<file path="src/logic/can_xcvr_defs.vh">
// constants for the transceiver mode state machine: register map, fields, timing
// assumes a 250 MHz system clock and classic wishbone byte addressing
`ifndef CAN_XCVR_DEFS_VH
`define CAN_XCVR_DEFS_VH

`define CLK_MHZ          250
// register byte offsets
`define REG_CTRL         4'h0
`define REG_STAT         4'h4
// control register fields
`define CTRL_MODE_BIT    0
`define CTRL_TXDIS_BIT   1
`define CTRL_LOOP_BIT    2
`define CTRL_PN_BIT      3
`define CTRL_OTSEL_BIT   4
`define CTRL_KEEP_BIT    5
`define CTRL_RESET       6'h00
// status register fields
`define STAT_WAKE_BIT    4
// off-line durations in microseconds
`define T_OFF_SHORT_US   32'd400
`define T_OFF_LONG_US    32'd4000
`define T_OFF_WAKE_US    32'd8000
// global wake timeout window in microseconds
`define T_GWAKE_US       32'd1000
`define US_TO_CYC(t)     ((t) * `CLK_MHZ)
// one-hot states
`define ST_ACTIVE        4'h1
`define ST_ONLINE        4'h2
`define ST_LISTEN        4'h4
`define ST_OFFLINE       4'h8
`endif

</file>
<file path="src/logic/can_xcvr_mode.v">
// mode state machine for the bus transceiver of a system basis chip, with wishbone registers
// assumes synchronous inputs, bus wake and pattern detectors supplied from outside
`timescale 1ns/1ps
`include "can_xcvr_defs.vh"

// Contract
// - enter active only with mode control set and chip in normal or flash
// - leave active at once when either entry condition drops
// - data passes only in active; supply enabled there
// - off-line: only low-power receiver and termination powered, rest off except supply while keep-on set
// - on-line states: supply and normal termination on, tx and rx off
// - tx disable in active stops forwarding tx, receiver still delivers
// - loopback with tx disabled routes tx input to rx output
// - go on-line when leaving active, or on wake in on-line or in off-line without partial net
// - in on-line any wake timing pattern gives a wake event
// - on-line goes off-line after configured bus silence
// - select bit picks duration; wake entry uses fixed long duration
// - wake in on-line, or in off-line without partial net, forces on-line, sets flag, drives rx low
// - partial networking selects listen state, ordinary traffic no wake
// - listen timer restarts on each bus event, expiry goes off-line
// - with partial net, a wake pattern in off-line returns to listen silently
// - special pattern in listen enters on-line and performs wake-up
// - global wake accepted only within window after initial or entry from off-line
// - partial net bit clears on wake, active, supply failure, fail-safe
// - after power-on reset start off-line
// - supply failure sets tx disable, clears keep-on and partial net
// - keep-on bit holds supply on even off-line
module can_xcvr_mode #(
    parameter [31:0] OFF_SHORT_CYC = `US_TO_CYC(`T_OFF_SHORT_US),
    parameter [31:0] OFF_LONG_CYC  = `US_TO_CYC(`T_OFF_LONG_US),
    parameter [31:0] OFF_WAKE_CYC  = `US_TO_CYC(`T_OFF_WAKE_US),
    parameter [31:0] GWAKE_CYC     = `US_TO_CYC(`T_GWAKE_US)
) (
    input  wire        clk_i,
    input  wire        rst_i,
    input  wire [3:0]  wb_adr_i,
    input  wire [31:0] wb_dat_i,
    input  wire [3:0]  wb_sel_i,
    input  wire        wb_we_i,
    input  wire        wb_cyc_i,
    input  wire        wb_stb_i,
    output reg  [31:0] wb_dat_o,
    output reg         wb_ack_o,
    input  wire        chip_normal_i,
    input  wire        chip_flash_i,
    input  wire        chip_failsafe_i,
    input  wire        supply_fail_i,
    input  wire        tx_in_pin_i,
    input  wire        bus_rx_i,
    input  wire        bus_event_i,
    input  wire        bus_wake_i,
    input  wire        initial_msg_i,
    input  wire        global_wake_i,
    output reg         rx_out_pin_o,
    output reg         bus_tx_o,
    output reg         tx_en_o,
    output reg         rx_en_o,
    output reg         lp_rx_en_o,
    output reg         lp_term_en_o,
    output reg         term_en_o,
    output reg         transceiver_supply_o,
    output reg         wake_pulse_o
);

    localparam [3:0] S_ACTIVE  = `ST_ACTIVE;
    localparam [3:0] S_ONLINE  = `ST_ONLINE;
    localparam [3:0] S_LISTEN  = `ST_LISTEN;
    localparam [3:0] S_OFFLINE = `ST_OFFLINE;

    reg  [3:0]  state;
    reg  [3:0]  next_state;
    reg  [31:0] off_cnt;
    reg  [31:0] next_off_cnt;
    reg  [31:0] gw_cnt;
    reg  [31:0] next_gw_cnt;
    reg         wake_long;
    reg         next_wake_long;
    reg         transceiver_mode_ctrl;
    reg         tx_disable;
    reg         rx_loopback;
    reg         partial_net_en;
    reg         offline_time_sel;
    reg         supply_keep_on;
    reg         bus_wake_flag;
    reg         wake_now;
    reg         next_tx_en;
    reg         next_rx_en;
    reg         next_lp_rx_en;
    reg         next_lp_term_en;
    reg         next_term_en;
    reg         next_supply;
    reg         next_bus_tx;
    reg         next_rx_out;
    reg  [31:0] next_rd_data;

    wire active_ok = transceiver_mode_ctrl & (chip_normal_i | chip_flash_i);
    wire wr_hit    = wb_cyc_i & wb_stb_i & wb_we_i & ~wb_ack_o;
    wire rd_hit    = wb_cyc_i & wb_stb_i & ~wb_we_i & ~wb_ack_o;
    wire ctrl_adr  = (wb_adr_i == `REG_CTRL);
    wire stat_adr  = (wb_adr_i == `REG_STAT);
    wire ctrl_wr   = wr_hit & ctrl_adr & wb_sel_i[0];
    wire stat_wr   = wr_hit & stat_adr & wb_sel_i[0];
    wire entering_active = (next_state == S_ACTIVE) & (state != S_ACTIVE);
    // a failing supply cuts the driver at once, ahead of the disable bit
    wire tx_block  = tx_disable | supply_fail_i;
    wire pn_clear  = wake_now | entering_active | chip_failsafe_i | supply_fail_i;
    wire [31:0] ctrl_rd_word = {26'h0, supply_keep_on, offline_time_sel, partial_net_en,
                                rx_loopback, tx_disable, transceiver_mode_ctrl};
    wire [31:0] stat_rd_word = {27'h0, bus_wake_flag, state};

    // off-line duration in force
    function [31:0] off_limit;
        input sel;
        input from_wake;
        begin
            if (from_wake)
                off_limit = OFF_WAKE_CYC;
            else if (sel)
                off_limit = OFF_LONG_CYC;
            else
                off_limit = OFF_SHORT_CYC;
        end
    endfunction

    // silence timer reaches its limit on this cycle
    function timer_done;
        input [31:0] cnt;
        input [31:0] limit;
        begin
            timer_done = (cnt + 32'h1 >= limit);
        end
    endfunction

    // controller data reaches the bus only in active with the driver free
    function drives_bus;
        input [3:0] st;
        input       blocked;
        begin
            drives_bus = (st == S_ACTIVE) & ~blocked;
        end
    endfunction

    // wake window counts down to zero and rests there
    function [31:0] count_down;
        input [31:0] cnt;
        begin
            count_down = (cnt != 32'h0) ? cnt - 32'h1 : 32'h0;
        end
    endfunction

    always @* begin
        next_state     = state;
        next_off_cnt   = off_cnt;
        next_gw_cnt    = count_down(gw_cnt);
        next_wake_long = wake_long;
        wake_now       = 1'b0;
        case (state)
            S_ACTIVE: begin
                if (!active_ok) begin
                    next_state     = S_ONLINE;
                    next_off_cnt   = 32'h0;
                    next_wake_long = 1'b0;
                end
            end
            S_ONLINE: begin
                if (active_ok) begin
                    next_state = S_ACTIVE;
                end else if (bus_wake_i) begin
                    wake_now       = 1'b1;
                    next_off_cnt   = 32'h0;
                    next_wake_long = 1'b1;
                end else if (bus_event_i) begin
                    next_off_cnt = 32'h0;
                end else if (timer_done(off_cnt, off_limit(offline_time_sel, wake_long))) begin
                    next_state = S_OFFLINE;
                end else begin
                    next_off_cnt = off_cnt + 32'h1;
                end
                if (partial_net_en && !active_ok && !bus_wake_i) begin
                    next_state   = S_LISTEN;
                    next_off_cnt = 32'h0;
                    next_gw_cnt  = 32'h0;
                end
            end
            S_LISTEN: begin
                if (initial_msg_i)
                    next_gw_cnt = GWAKE_CYC;
                if (active_ok) begin
                    next_state = S_ACTIVE;
                end else if (global_wake_i && gw_cnt != 32'h0) begin
                    next_state     = S_ONLINE;
                    wake_now       = 1'b1;
                    next_off_cnt   = 32'h0;
                    next_wake_long = 1'b1;
                end else if (!partial_net_en) begin
                    next_state   = S_ONLINE;
                    next_off_cnt = 32'h0;
                end else if (bus_event_i) begin
                    next_off_cnt = 32'h0;
                end else if (timer_done(off_cnt, off_limit(offline_time_sel, 1'b0))) begin
                    next_state = S_OFFLINE;
                end else begin
                    next_off_cnt = off_cnt + 32'h1;
                end
            end
            S_OFFLINE: begin
                next_off_cnt = 32'h0;
                if (active_ok) begin
                    next_state = S_ACTIVE;
                end else if (bus_wake_i) begin
                    if (partial_net_en) begin
                        next_state  = S_LISTEN;
                        next_gw_cnt = GWAKE_CYC;
                    end else begin
                        next_state     = S_ONLINE;
                        wake_now       = 1'b1;
                        next_wake_long = 1'b1;
                    end
                end
            end
            default: begin
                next_state = S_OFFLINE;
            end
        endcase
    end

    // state, silence timer and wake window
    always @(posedge clk_i) begin
        if (rst_i) begin
            state          <= S_OFFLINE;
            off_cnt        <= 32'h0;
            gw_cnt         <= 32'h0;
            wake_long      <= 1'b0;
            wake_pulse_o   <= 1'b0;
        end else begin
            state          <= next_state;
            off_cnt        <= next_off_cnt;
            gw_cnt         <= next_gw_cnt;
            wake_long      <= next_wake_long;
            wake_pulse_o   <= wake_now;
        end
    end

    // control and status registers
    always @(posedge clk_i) begin
        if (rst_i) begin
            transceiver_mode_ctrl <= 1'b0;
            tx_disable            <= 1'b0;
            rx_loopback           <= 1'b0;
            partial_net_en        <= 1'b0;
            offline_time_sel      <= 1'b0;
            supply_keep_on        <= 1'b0;
            bus_wake_flag         <= 1'b0;
        end else begin
            if (ctrl_wr) begin
                transceiver_mode_ctrl <= wb_dat_i[`CTRL_MODE_BIT];
                tx_disable            <= wb_dat_i[`CTRL_TXDIS_BIT];
                rx_loopback           <= wb_dat_i[`CTRL_LOOP_BIT];
                partial_net_en        <= wb_dat_i[`CTRL_PN_BIT];
                offline_time_sel      <= wb_dat_i[`CTRL_OTSEL_BIT];
                supply_keep_on        <= wb_dat_i[`CTRL_KEEP_BIT];
            end
            if (pn_clear)
                partial_net_en <= 1'b0;
            if (supply_fail_i) begin
                tx_disable     <= 1'b1;
                supply_keep_on <= 1'b0;
            end
            // write one to clear; a new wake wins
            if (stat_wr && wb_dat_i[`STAT_WAKE_BIT])
                bus_wake_flag <= 1'b0;
            if (wake_now)
                bus_wake_flag <= 1'b1;
        end
    end

    // read mux; unmapped offsets read as zero
    always @* begin
        next_rd_data = 32'h0;
        if (rd_hit) begin
            case (wb_adr_i)
                `REG_CTRL: next_rd_data = ctrl_rd_word;
                `REG_STAT: next_rd_data = stat_rd_word;
                default:   next_rd_data = 32'h0;
            endcase
        end
    end

    // wishbone answer one cycle after the strobe
    always @(posedge clk_i) begin
        if (rst_i) begin
            wb_ack_o <= 1'b0;
            wb_dat_o <= 32'h0;
        end else begin
            wb_ack_o <= wb_cyc_i & wb_stb_i & ~wb_ack_o;
            wb_dat_o <= next_rd_data;
        end
    end

    // analog enables and pin paths for the state about to be entered
    always @* begin
        next_tx_en      = drives_bus(next_state, tx_block);
        next_rx_en      = (next_state == S_ACTIVE);
        next_lp_rx_en   = (next_state != S_ACTIVE);
        next_lp_term_en = (next_state == S_OFFLINE);
        next_term_en    = (next_state != S_OFFLINE);
        next_supply     = (next_state != S_OFFLINE) | supply_keep_on;
        next_bus_tx     = 1'b1;
        next_rx_out     = ~(bus_wake_flag | wake_now);
        if (next_tx_en)
            next_bus_tx = tx_in_pin_i;
        if (next_state == S_ACTIVE) begin
            if (tx_disable && rx_loopback)
                next_rx_out = tx_in_pin_i;
            else
                next_rx_out = bus_rx_i;
        end
    end

    always @(posedge clk_i) begin
        if (rst_i) begin
            tx_en_o              <= 1'b0;
            rx_en_o              <= 1'b0;
            lp_rx_en_o           <= 1'b1;
            lp_term_en_o         <= 1'b1;
            term_en_o            <= 1'b0;
            transceiver_supply_o <= 1'b0;
            bus_tx_o             <= 1'b1;
            rx_out_pin_o         <= 1'b1;
        end else begin
            tx_en_o              <= next_tx_en;
            rx_en_o              <= next_rx_en;
            lp_rx_en_o           <= next_lp_rx_en;
            lp_term_en_o         <= next_lp_term_en;
            term_en_o            <= next_term_en;
            transceiver_supply_o <= next_supply;
            bus_tx_o             <= next_bus_tx;
            rx_out_pin_o         <= next_rx_out;
        end
    end

endmodule

</file>
<file path="config.mk">
export PLATFORM = sky130hd
export DESIGN_NAME = can_xcvr_mode
export DESIGN_NICKNAME = d
export VERILOG_FILES = /design/src/logic/can_xcvr_mode.v
export VERILOG_INCLUDE_DIRS = /design/src /design/src/logic
export SDC_FILE = /design/constraint.sdc
export NUM_CORES = 1
export LEC_CHECK = 0
export BUFFER_PORTS_ARGS = -buffer_cell sky130_fd_sc_hd__buf_2
export CAP_MARGIN = 20
export CORE_MARGIN = 10
export CORE_UTILIZATION = 35
export CTS_CLUSTER_SIZE = 20
export DETAILED_ROUTE_END_ITERATION = 8
export HOLD_SLACK_MARGIN = 0.08
export PLACE_DENSITY = 0.64
export SETUP_SLACK_MARGIN = 0.1
export SLEW_MARGIN = 10
export SYNTH_ARGS = -nofsm -noshare
export SYNTH_HDL_FRONTEND = slang
export SYNTH_SLANG_ARGS = --single-unit
</file>
<file path="constraint.sdc">
create_clock -name clk_i -period 5 [get_ports clk_i]
set_input_delay 0.75 -clock clk_i [delete_from_list [all_inputs] [get_ports clk_i]]
set_output_delay 0.75 -clock clk_i [all_outputs]
set_load 0.05 [all_outputs]
</file>
Word level (Yosys, flattened, before mapping) --
Cells that the tools add are included.
Word-level totals: bits of input ports 55, output and inout bits 42, word-level logic and storage cells 160, register bits 118
Operators by class: reductions and logical operators 18, equal/unequal tests 21, multiplexer cells 69, add/sub/neg operators 2, $lt $le $gt $ge 2, bitwise operators 26
Operators with widths (count):
- two-way mux 32 bit | 26
- case mux 32 bit (4 select lines) | 1
- case mux 32 bit (3 select lines) | 1
- >= comparator 32 bit | 2
- two-way mux 4 bit | 13
- adder 32 x 1 -> 32 bit, second input constant | 1
- nonzero test 32 bit | 1
- subtractor 32 x 1 -> 32 bit, second input constant | 1
- two-way mux 1 bit | 21
- two-way mux 21 bit | 1
- two-way mux 20 bit | 1
- inequality test 2 bit, second input constant | 8
- case mux 4 bit (4 select lines) | 1
- AND 1 bit | 13
- case mux 6 bit (2 select lines) | 1
- inequality test 5 bit, second input constant | 2
- AND reduction 9 bit | 1
- equality test 4 x 1 -> 1 bit, second input constant | 2
- equality test 4 x 3 -> 1 bit, second input constant | 2
- equality test 4 bit, second input constant | 2
- inequality test 4 x 1 -> 1 bit, second input constant | 2
- OR reduction 2 bit | 4
- OR 1 bit | 7
- inverter 1 bit | 6
- 12 further kinds | 18

Longest topological paths before layout --
Gate-level depths: netlist (run 1).
depth in word-level cells 19, depth in mapped cells 19, gate-level depth less buffers 16

Worst setup path after synthesis (run 1) --
Ideal clock, no wire load.
kind register to register, start reg off_cnt[5], end reg off_cnt[13], stages on the path, launching flop included 19, buffers on the path 3, period minus slack after synthesis 3.994 ns, data required time 4.930 ns, setup slack 1.006 ns, data arrival time 3.923 ns, library setup time 0.070 ns, cells stage by stage dfxtp_1 > buf_2 > nand3_2 > or4_1 > buf_2 > nor2_1 > and4_1 > xor2_1 > ha_1 > a211o_1 > nor2_1 > o21ai_0 > a2111oi_0 > a31oi_1 > a21oi_1 > nand3_2 > buf_2 > or4_1 > a21oi_1
Between the ends: longest elaborated chain between the ends 7, elaborated cells between the ends (all ways) 17, classes of those cells 1 x add/sub; 2 x order compare; 2 x eq/ne; 11 x mux; 1 x reduce/logical
Ends and longest elaborated chain:
- start, declared | RTL line can_xcvr_mode.v:72 | reg [31:0] off_cnt;
- start signal, assigned | RTL line can_xcvr_mode.v:237 | off_cnt <= next_off_cnt;
- adder 32 x 1 -> 32 bit * | RTL line can_xcvr_mode.v:130, can_xcvr_mode.v:177, can_xcvr_mode.v:203
- branches (longest 6 deep; another with >= comparator 32 bit)
Every way passes the cells marked *. The select of a mux whose other input is x is not followed. A chain may end at the register's enable or synchronous reset.

Worst setup path in the final report (run 1) --
start reg off_cnt[9], end reg off_cnt[3]
Between the ends: longest elaborated chain between the ends 4, elaborated cells between the ends (all ways) 6, classes of those cells 1 x add/sub; 2 x order compare; 2 x eq/ne; 1 x reduce/logical
Ends and longest elaborated chain:
- adder 32 x 1 -> 32 bit * | RTL line can_xcvr_mode.v:130 | timer_done = (cnt + 32'h1 >= limit);
- >= comparator 32 bit | RTL line can_xcvr_mode.v:130
- inequality test 5 bit (no line)
- AND reduction 6 bit (no line) *
Every way passes the cells marked *; elsewhere a longest branch is shown, timed or not.

==> out/metrics.yaml, run 1 <==
grt:
  grt_pass1_vias: 4318
  grt_pass1_wl_um: 21100
  grt-ovfl-total: 0
  grt_use_total_pct: 12.38
  grt_start_max_net_pins: 34
  antenna_found_initial: 0
route:
  vias: 4600
  drc_errors: 0
  antenna_left: 0
  wl_um: 12700
  wl_per_cell_um: 14.53
  drt_iter0_drc: 282
  via_per_inst: 5.263
  drt_first_pass_iters: 4
cells_and_area:
  diodes: 0
  finalNetCount: 766
  post-route-cell-area_sq_um: 5942
  n_fill_cell: 1481
  layout_common_cells: "92 x dfxtp_1, 72 x nor2_1, 48 x nand2_1, 43 x a21oi_1, 41 x buf_2"
  final_common_cell: "dfxtp_1"
  instances_no_fill: 874
  drive_above_1_share_pct: 13.19
  syn_to_final_growth_pct: 11.71
setup_path:
  path_class: "reg -> reg"
  worst_setup_path_end_kind: "flop"
  r2r_start: "off_cnt[9]$_SDFFE_PP0P_"
  slowest_delay_ps: 590
  reg2reg_slack_ps: 370
  start_kind: "flop"
  cp.required_ps: 5280
  crit_chain: "nand3_1 -> or4_1 -> nor2_1 -> and4_1 -> xor2_1 -> ha_1 -> a211o_1 -> nor2_1 -> o21ai_0 -> a2111oi_0 -> a31oi_1 -> a21oi_1 -> nand3_4 -> or4_1 -> a21oi_1"
  reg2reg_depth: 15
  reg2reg_to: "off_cnt[3]$_SDFFE_PP0P_"
  cp.arrival_ps: 4910
  crit_fanout: 24
  cpMaxStageDelayCell: "or4_1"
synth:
  synth_seq_area_share_pct: 34.63
  netlist.area_leader.share_pct: 34.63
  synthTopCellsByArea: "dfxtp_1 35%, ha_1 5.6%, nor2_1 5.1%"
  synth_cells: 649
  ys.flop_type: "dfxtp_1"
  synth_area_sq_um: 5319
  yosysWarnings: 0
  synth.distinct_cells: 64
  ys_ff_latch: 92
  ys_async_sr_fraction_pct: 0
  synth_area_leader_cell: "dfxtp_1"
  avgSynthCellArea_sq_um: 8.195
  synth_edf_count: 0
floorplanning:
  dieArea_sq_um: 20530
  die_w_um: 143.3
  dieHeight_um: 143.3
  io_pins: 97
  initial_utilization_pct: 36.18
  row_count: 44
  core_area_sq_um: 14700
clock_tree:
  cts_buffer_depth: 2
  clkTransAtPathRegs_ps: 70
  cts.sinks: 92
  cts_made_buffers: 9
  htree_levels: 3
  cts_tree: "yes"
  postCtsSetupRepairBufs: 0
  clock_latency_ps: 340
  clockRootBuffer: "clkbuf_16"
run_status:
  status: "complete, no violations"
hold_path:
  worst_hold_path.endpoint: "wb_dat_o[5]$_SDFF_PP0_"
  hp-start: "supply_keep_on$_SDFFE_PP0P_"
  hp-class: "reg -> reg"
  holdPathStages: 2
sta:
  setup_ws_ps: 365.2
  fin_crit_ps: 4635
  max-slew-margin-rel_pct: 43.68
  finClkSkew_ps: 7.552
  worst_pin_slew_ps: 842.8
  tns_ps: 0
  fin_crit_sh_pct: 92.70
  hold_violations: 0
  rsz0062_at_grt: "no"
  clock.fmax_ghz: 0.2158
  setup_viol: 0
  drv_slew: 0
placed_design:
  hpwl_um: 9367
  dp_slack_ps: 326.8
  port_buffers: 41
  place.gp.congestion: 0.8668
  dpl-instance-area_sq_um: 5653
  dp_cells: 860
power:
  p_leak_uw: 0.002469
  pwr_density_cell_nw_per_um2: 402.9
  power.total_uw: 2394
  peakVddDrop_v: 0.0001669
run:
  cap_violations: 0
==> area by class of cell <==
| cell class | instances | area (sq um) | share of cell area, % |
|---|---|---|---|
| clock buffers | 10 | 229.0 | 3.853 |
| flip-flops and latches | 92 | 1842 | 31.00 |
| well taps | 184 | 230.2 | 3.875 |
| repair buffers | 57 | 325.3 | 5.475 |
| inverters | 17 | 63.81 | 1.074 |
| clock inverters | 4 | 52.55 | 0.8844 |
| multi-input cells | 510 | 3199 | 53.84 |
==> worst max-delay path, delay by kind of cell, from the launching register on <==
family,cells,cell delay [ps]
DFF,1,400
adders and majority gates,1,300
xor gates and xnor gates,1,300
and+or+nand+nor,7,2040
AOI/OAI and AO/OA,6,1500
==> cells by family (layout without fill, tap and decap cells) <==
group                      Yosys count  count (layout)  share of synthesized area (%)
and+or+nand+nor                    283             283                          28.65
AOI/OAI and AO/OA                  126             126                          15.22
DFF                                 92              92                          34.63
buffers and inverters               72              88                          7.128
xor gates and xnor gates            40              40                          6.587
adders and majority gates           24              24                          5.646
muxes                               11              11                          2.070
other                                1              26                        0.07050
==> synthesized netlist by cell type (6+ instances only) <==
library cell,n
dfxtp_1,92
nor2_1,72
nand2_1,48
a21oi_1,43
o21ai_0,27
buf_4,26
ha_1,24
and3_1,23
xnor2_1,23
nand3_1,21
clkbuf_1,18
nor4_1,17
xor2_1,17
inv_1,16
nand4_1,15
nor3_1,13
and2_1,11
mux2i_1,11
or4_1,11
buf_2,9
nor2b_1,8
or3_1,8
a22oi_1,7
and4_1,7
nand2b_1,6
==> stage by stage <==
| stage | util (%) | hold slack, ps |
|---|---|---|
| 6_report | 40.42 | 457.8 |
| 5_1_grt | 40.42 | 463.2 |
| 4_1_cts | 40.37 | 459.7 |
| 3_5_place_dp | 38.46 | 438.8 |
| 2_1_floorplan | - | 422.4 |
| 3_3_place_gp | 38.41 | 437.1 |
==> flip-flops by register name, summed over array words and instances, names as in the netlist, 4 cells and up <==
name and cells:
count_down.cnt 32, off_cnt 32, state 4, wb_dat_o 6
==> timing repair <==
action | 4_1_cts | 5_1_grt
gates resized for setup | 0 | 1
hold buffers | 0 | 0
endpoints found under the setup margin | 0 | 9
==> layer usage <==
layer / part of all wire (%) / track usage, % / vias up / wire (um)
li1: - / - / 2362 / -
met1: 50 / 16.38 / 2133 / 6336
met2: 44 / 18.99 / 91 / 5628
met3: 4.2 / 3.383 / 14 / 535
met4: 1.5 / 4.191 / 0 / 194
met5: 0 / 0 / - / 0
==> worst max path at each step <==
stage	from	to	cells after the start
after floorplan	off_cnt[5]$_SDFFE_PP0P_	off_cnt[13]$_SDFFE_PP0P_	18
after detailed placement	off_cnt[8]$_SDFFE_PP0P_	off_cnt[3]$_SDFFE_PP0P_	15
after CTS	off_cnt[9]$_SDFFE_PP0P_	off_cnt[3]$_SDFFE_PP0P_	15
after global placement	off_cnt[8]$_SDFFE_PP0P_	off_cnt[3]$_SDFFE_PP0P_	15
final	off_cnt[9]$_SDFFE_PP0P_	off_cnt[3]$_SDFFE_PP0P_	15
after global routing	off_cnt[8]$_SDFFE_PP0P_	off_cnt[3]$_SDFFE_PP0P_	15
==> power breakdown <==
group	total [uW]	internal, uW	switching, uW
clock	663	382	281
combinational	780	339	441
sequential	951	849	102
Note: power is estimated with default switching activity, not from simulation.
==> run 2, diff against run 1 <==
--- a/config.mk
+++ b/config.mk
@@ -13,7 +13,7 @@
 export CTS_CLUSTER_SIZE = 20
 export DETAILED_ROUTE_END_ITERATION = 8
 export HOLD_SLACK_MARGIN = 0.08
-export PLACE_DENSITY = 0.64
+export PLACE_DENSITY = 0.63
 export SETUP_SLACK_MARGIN = 0.1
 export SLEW_MARGIN = 10
 export SYNTH_ARGS = -nofsm -noshare
==> run 2 against run 1 <==
  * Clock skew rose by 4.0 ps
  * Clock-buffer cell count did not move
  * Sequential power barely moved
  * Non-clock buffer count fell by 6
  * Maximum frequency rose by 2.0%
  * Sequential cell count did not move
  * Via count fell by 0.65%
  * Sequential share of layout area rose by 0.24 points
  * Largest power group unchanged
==> out/metrics.yaml, run 2 (synthesized netlist as in run 1, its figures left out) <==
run_status:
  status: "complete, no violations"
route:
  vias: 4570
  via_per_inst: 5.253
  drt_first_pass_iters: 4
  antenna_left: 0
  wl_um: 12610
  drt_iter0_drc: 272
  wl_per_cell_um: 14.50
  drc_errors: 0
grt:
  grt_start_max_net_pins: 43
  grt_pass1_vias: 4297
  grt_pass1_wl_um: 20850
  grt_use_total_pct: 12.19
  antenna_found_initial: 0
  grt-ovfl-total: 0
power:
  pwr_density_cell_nw_per_um2: 403.3
  peakVddDrop_v: 0.0001959
  p_leak_uw: 0.002447
run:
  cap_violations: 0
floorplanning:
  io_pins: 97
  core_area_sq_um: 14700
  dieArea_sq_um: 20530
  initial_utilization_pct: 36.18
  row_count: 44
  die_w_um: 143.3
  dieHeight_um: 143.3
cells_and_area:
  instances_no_fill: 870
  syn_to_final_growth_pct: 10.84
  post-route-util_pct: 40.11
  finalNetCount: 760
  layout_common_cells: "92 x dfxtp_1, 71 x nor2_1, 48 x nand2_1, 43 x a21oi_1, 41 x buf_2"
  diodes: 0
  final_common_cell: "dfxtp_1"
  drive_above_1_share_pct: 12.97
clock_tree:
  clock_latency_ps: 350
  hold_buffers: 0
  cts.sinks: 92
  cts_made_buffers: 9
  cts_resized: 0
  cts_buffer_depth: 2
  postCtsSetupRepairBufs: 0
  htree_levels: 3
  cts_tree: "yes"
  clockRootBuffer: "clkbuf_16"
  clkTransAtPathRegs_ps: 70
sta:
  setup_viol: 0
  clock.fmax_ghz: 0.2201
  tns_ps: 0
  setup_ws_ps: 456.1
  whs_ps: 451.5
  fin_crit_ps: 4544
  hold_violations: 0
  max-slew-margin-rel_pct: 42.69
  worst_pin_slew_ps: 857.6
  finClkSkew_ps: 11.53
  rsz0062_at_grt: "no"
  fin_crit_sh_pct: 90.88
  drv_slew: 0
placed_design:
  hpwl_um: 9167
  place.gp.congestion: 0.8386
  dp_cells: 854
  dp_slack_ps: 532.2
  port_buffers: 41
setup_path:
  worst_setup_path_end_kind: "flop"
  start_kind: "flop"
  crit_fanout: 42
  path_class: "reg -> reg"
  cp.required_ps: 5280
  cp.arrival_ps: 4820
hold_path:
  hp-class: "reg -> reg"
[run 2: cell count changes in the layout (fill, tap and decap cells not counted), sizes merged]
| cell | previous run | this run |
|---|---|---|
| bufinv | 1 | 0 |
| buf | 57 | 51 |
| inv | 16 | 19 |
| clkinvlp | 3 | 2 |
| clkinv | 1 | 2 |
[run 2: worst paths after layout]
path	from	end	slack [ps]	depth (start not counted)
setup reg to reg	off_cnt[9]$_SDFFE_PP0P_	off_cnt[3]$_SDFFE_PP0P_	460	16
hold reg to reg	supply_keep_on$_SDFFE_PP0P_	wb_dat_o[5]$_SDFF_PP0_	450	2
hold / removal	supply_keep_on$_SDFFE_PP0P_	wb_dat_o[5]$_SDFF_PP0_	450	2
setup / recovery	off_cnt[9]$_SDFFE_PP0P_	off_cnt[3]$_SDFFE_PP0P_	460	16
[run 2: per-layer routing]
| metal | vias up | global-route usage [%] | wire, um | share of wire (%) |
|---|---|---|---|---|
| met5 | - | 0 | 0 | 0 |
| met4 | 0 | 4.460 | 175 | 1.4 |
| met3 | 11 | 2.786 | 511 | 4.1 |
| met2 | 83 | 19.08 | 5782 | 46 |
| met1 | 2133 | 16.02 | 6143 | 49 |
| li1 | 2343 | - | - | - |
[run 2: final cells by class]
class                   count  area [sq um]
multi-input cells         510          3194
flip-flops and latches     92          1842
inverters                  17         63.81
fillers                  1526          8803
well taps                 184         230.2
clock buffers              10         239.0
clock inverters             6         46.29
repair buffers             51         280.3
[run 2: metrics by stage]
| step | instance area, sq um | power [uW] |
|---|---|---|
| after CTS | 5893 | 2402 |
| after global placement | 5608 | 1727 |
| after global routing | 5896 | 2535 |
| final | 5896 | 2378 |
| after detailed placement | 5608 | 1736 |
| after floorplan | 5413 | 1620 |
[run 2: where the power goes]
part | internal (uW) | switching [uW] | total (uW)
registers | 849 | 103 | 952
logic | 333 | 435 | 769
clock network | 355 | 302 | 657
[run 2: worst max-delay path, cell delays in order, from the launching register on]
cell and delay, ps:
dfxtp_1 400, nand3_1 190, or4_1 590, nor2_1 150, and4_1 220, xor2_1 270, ha_1 300, a211o_1 320
nor2_1 80, o21ai_0 90, a2111oi_0 400, a31oi_1 210, a21oi_1 250, nand3_2 90, buf_4 250, or4_1 500
a21oi_1 150
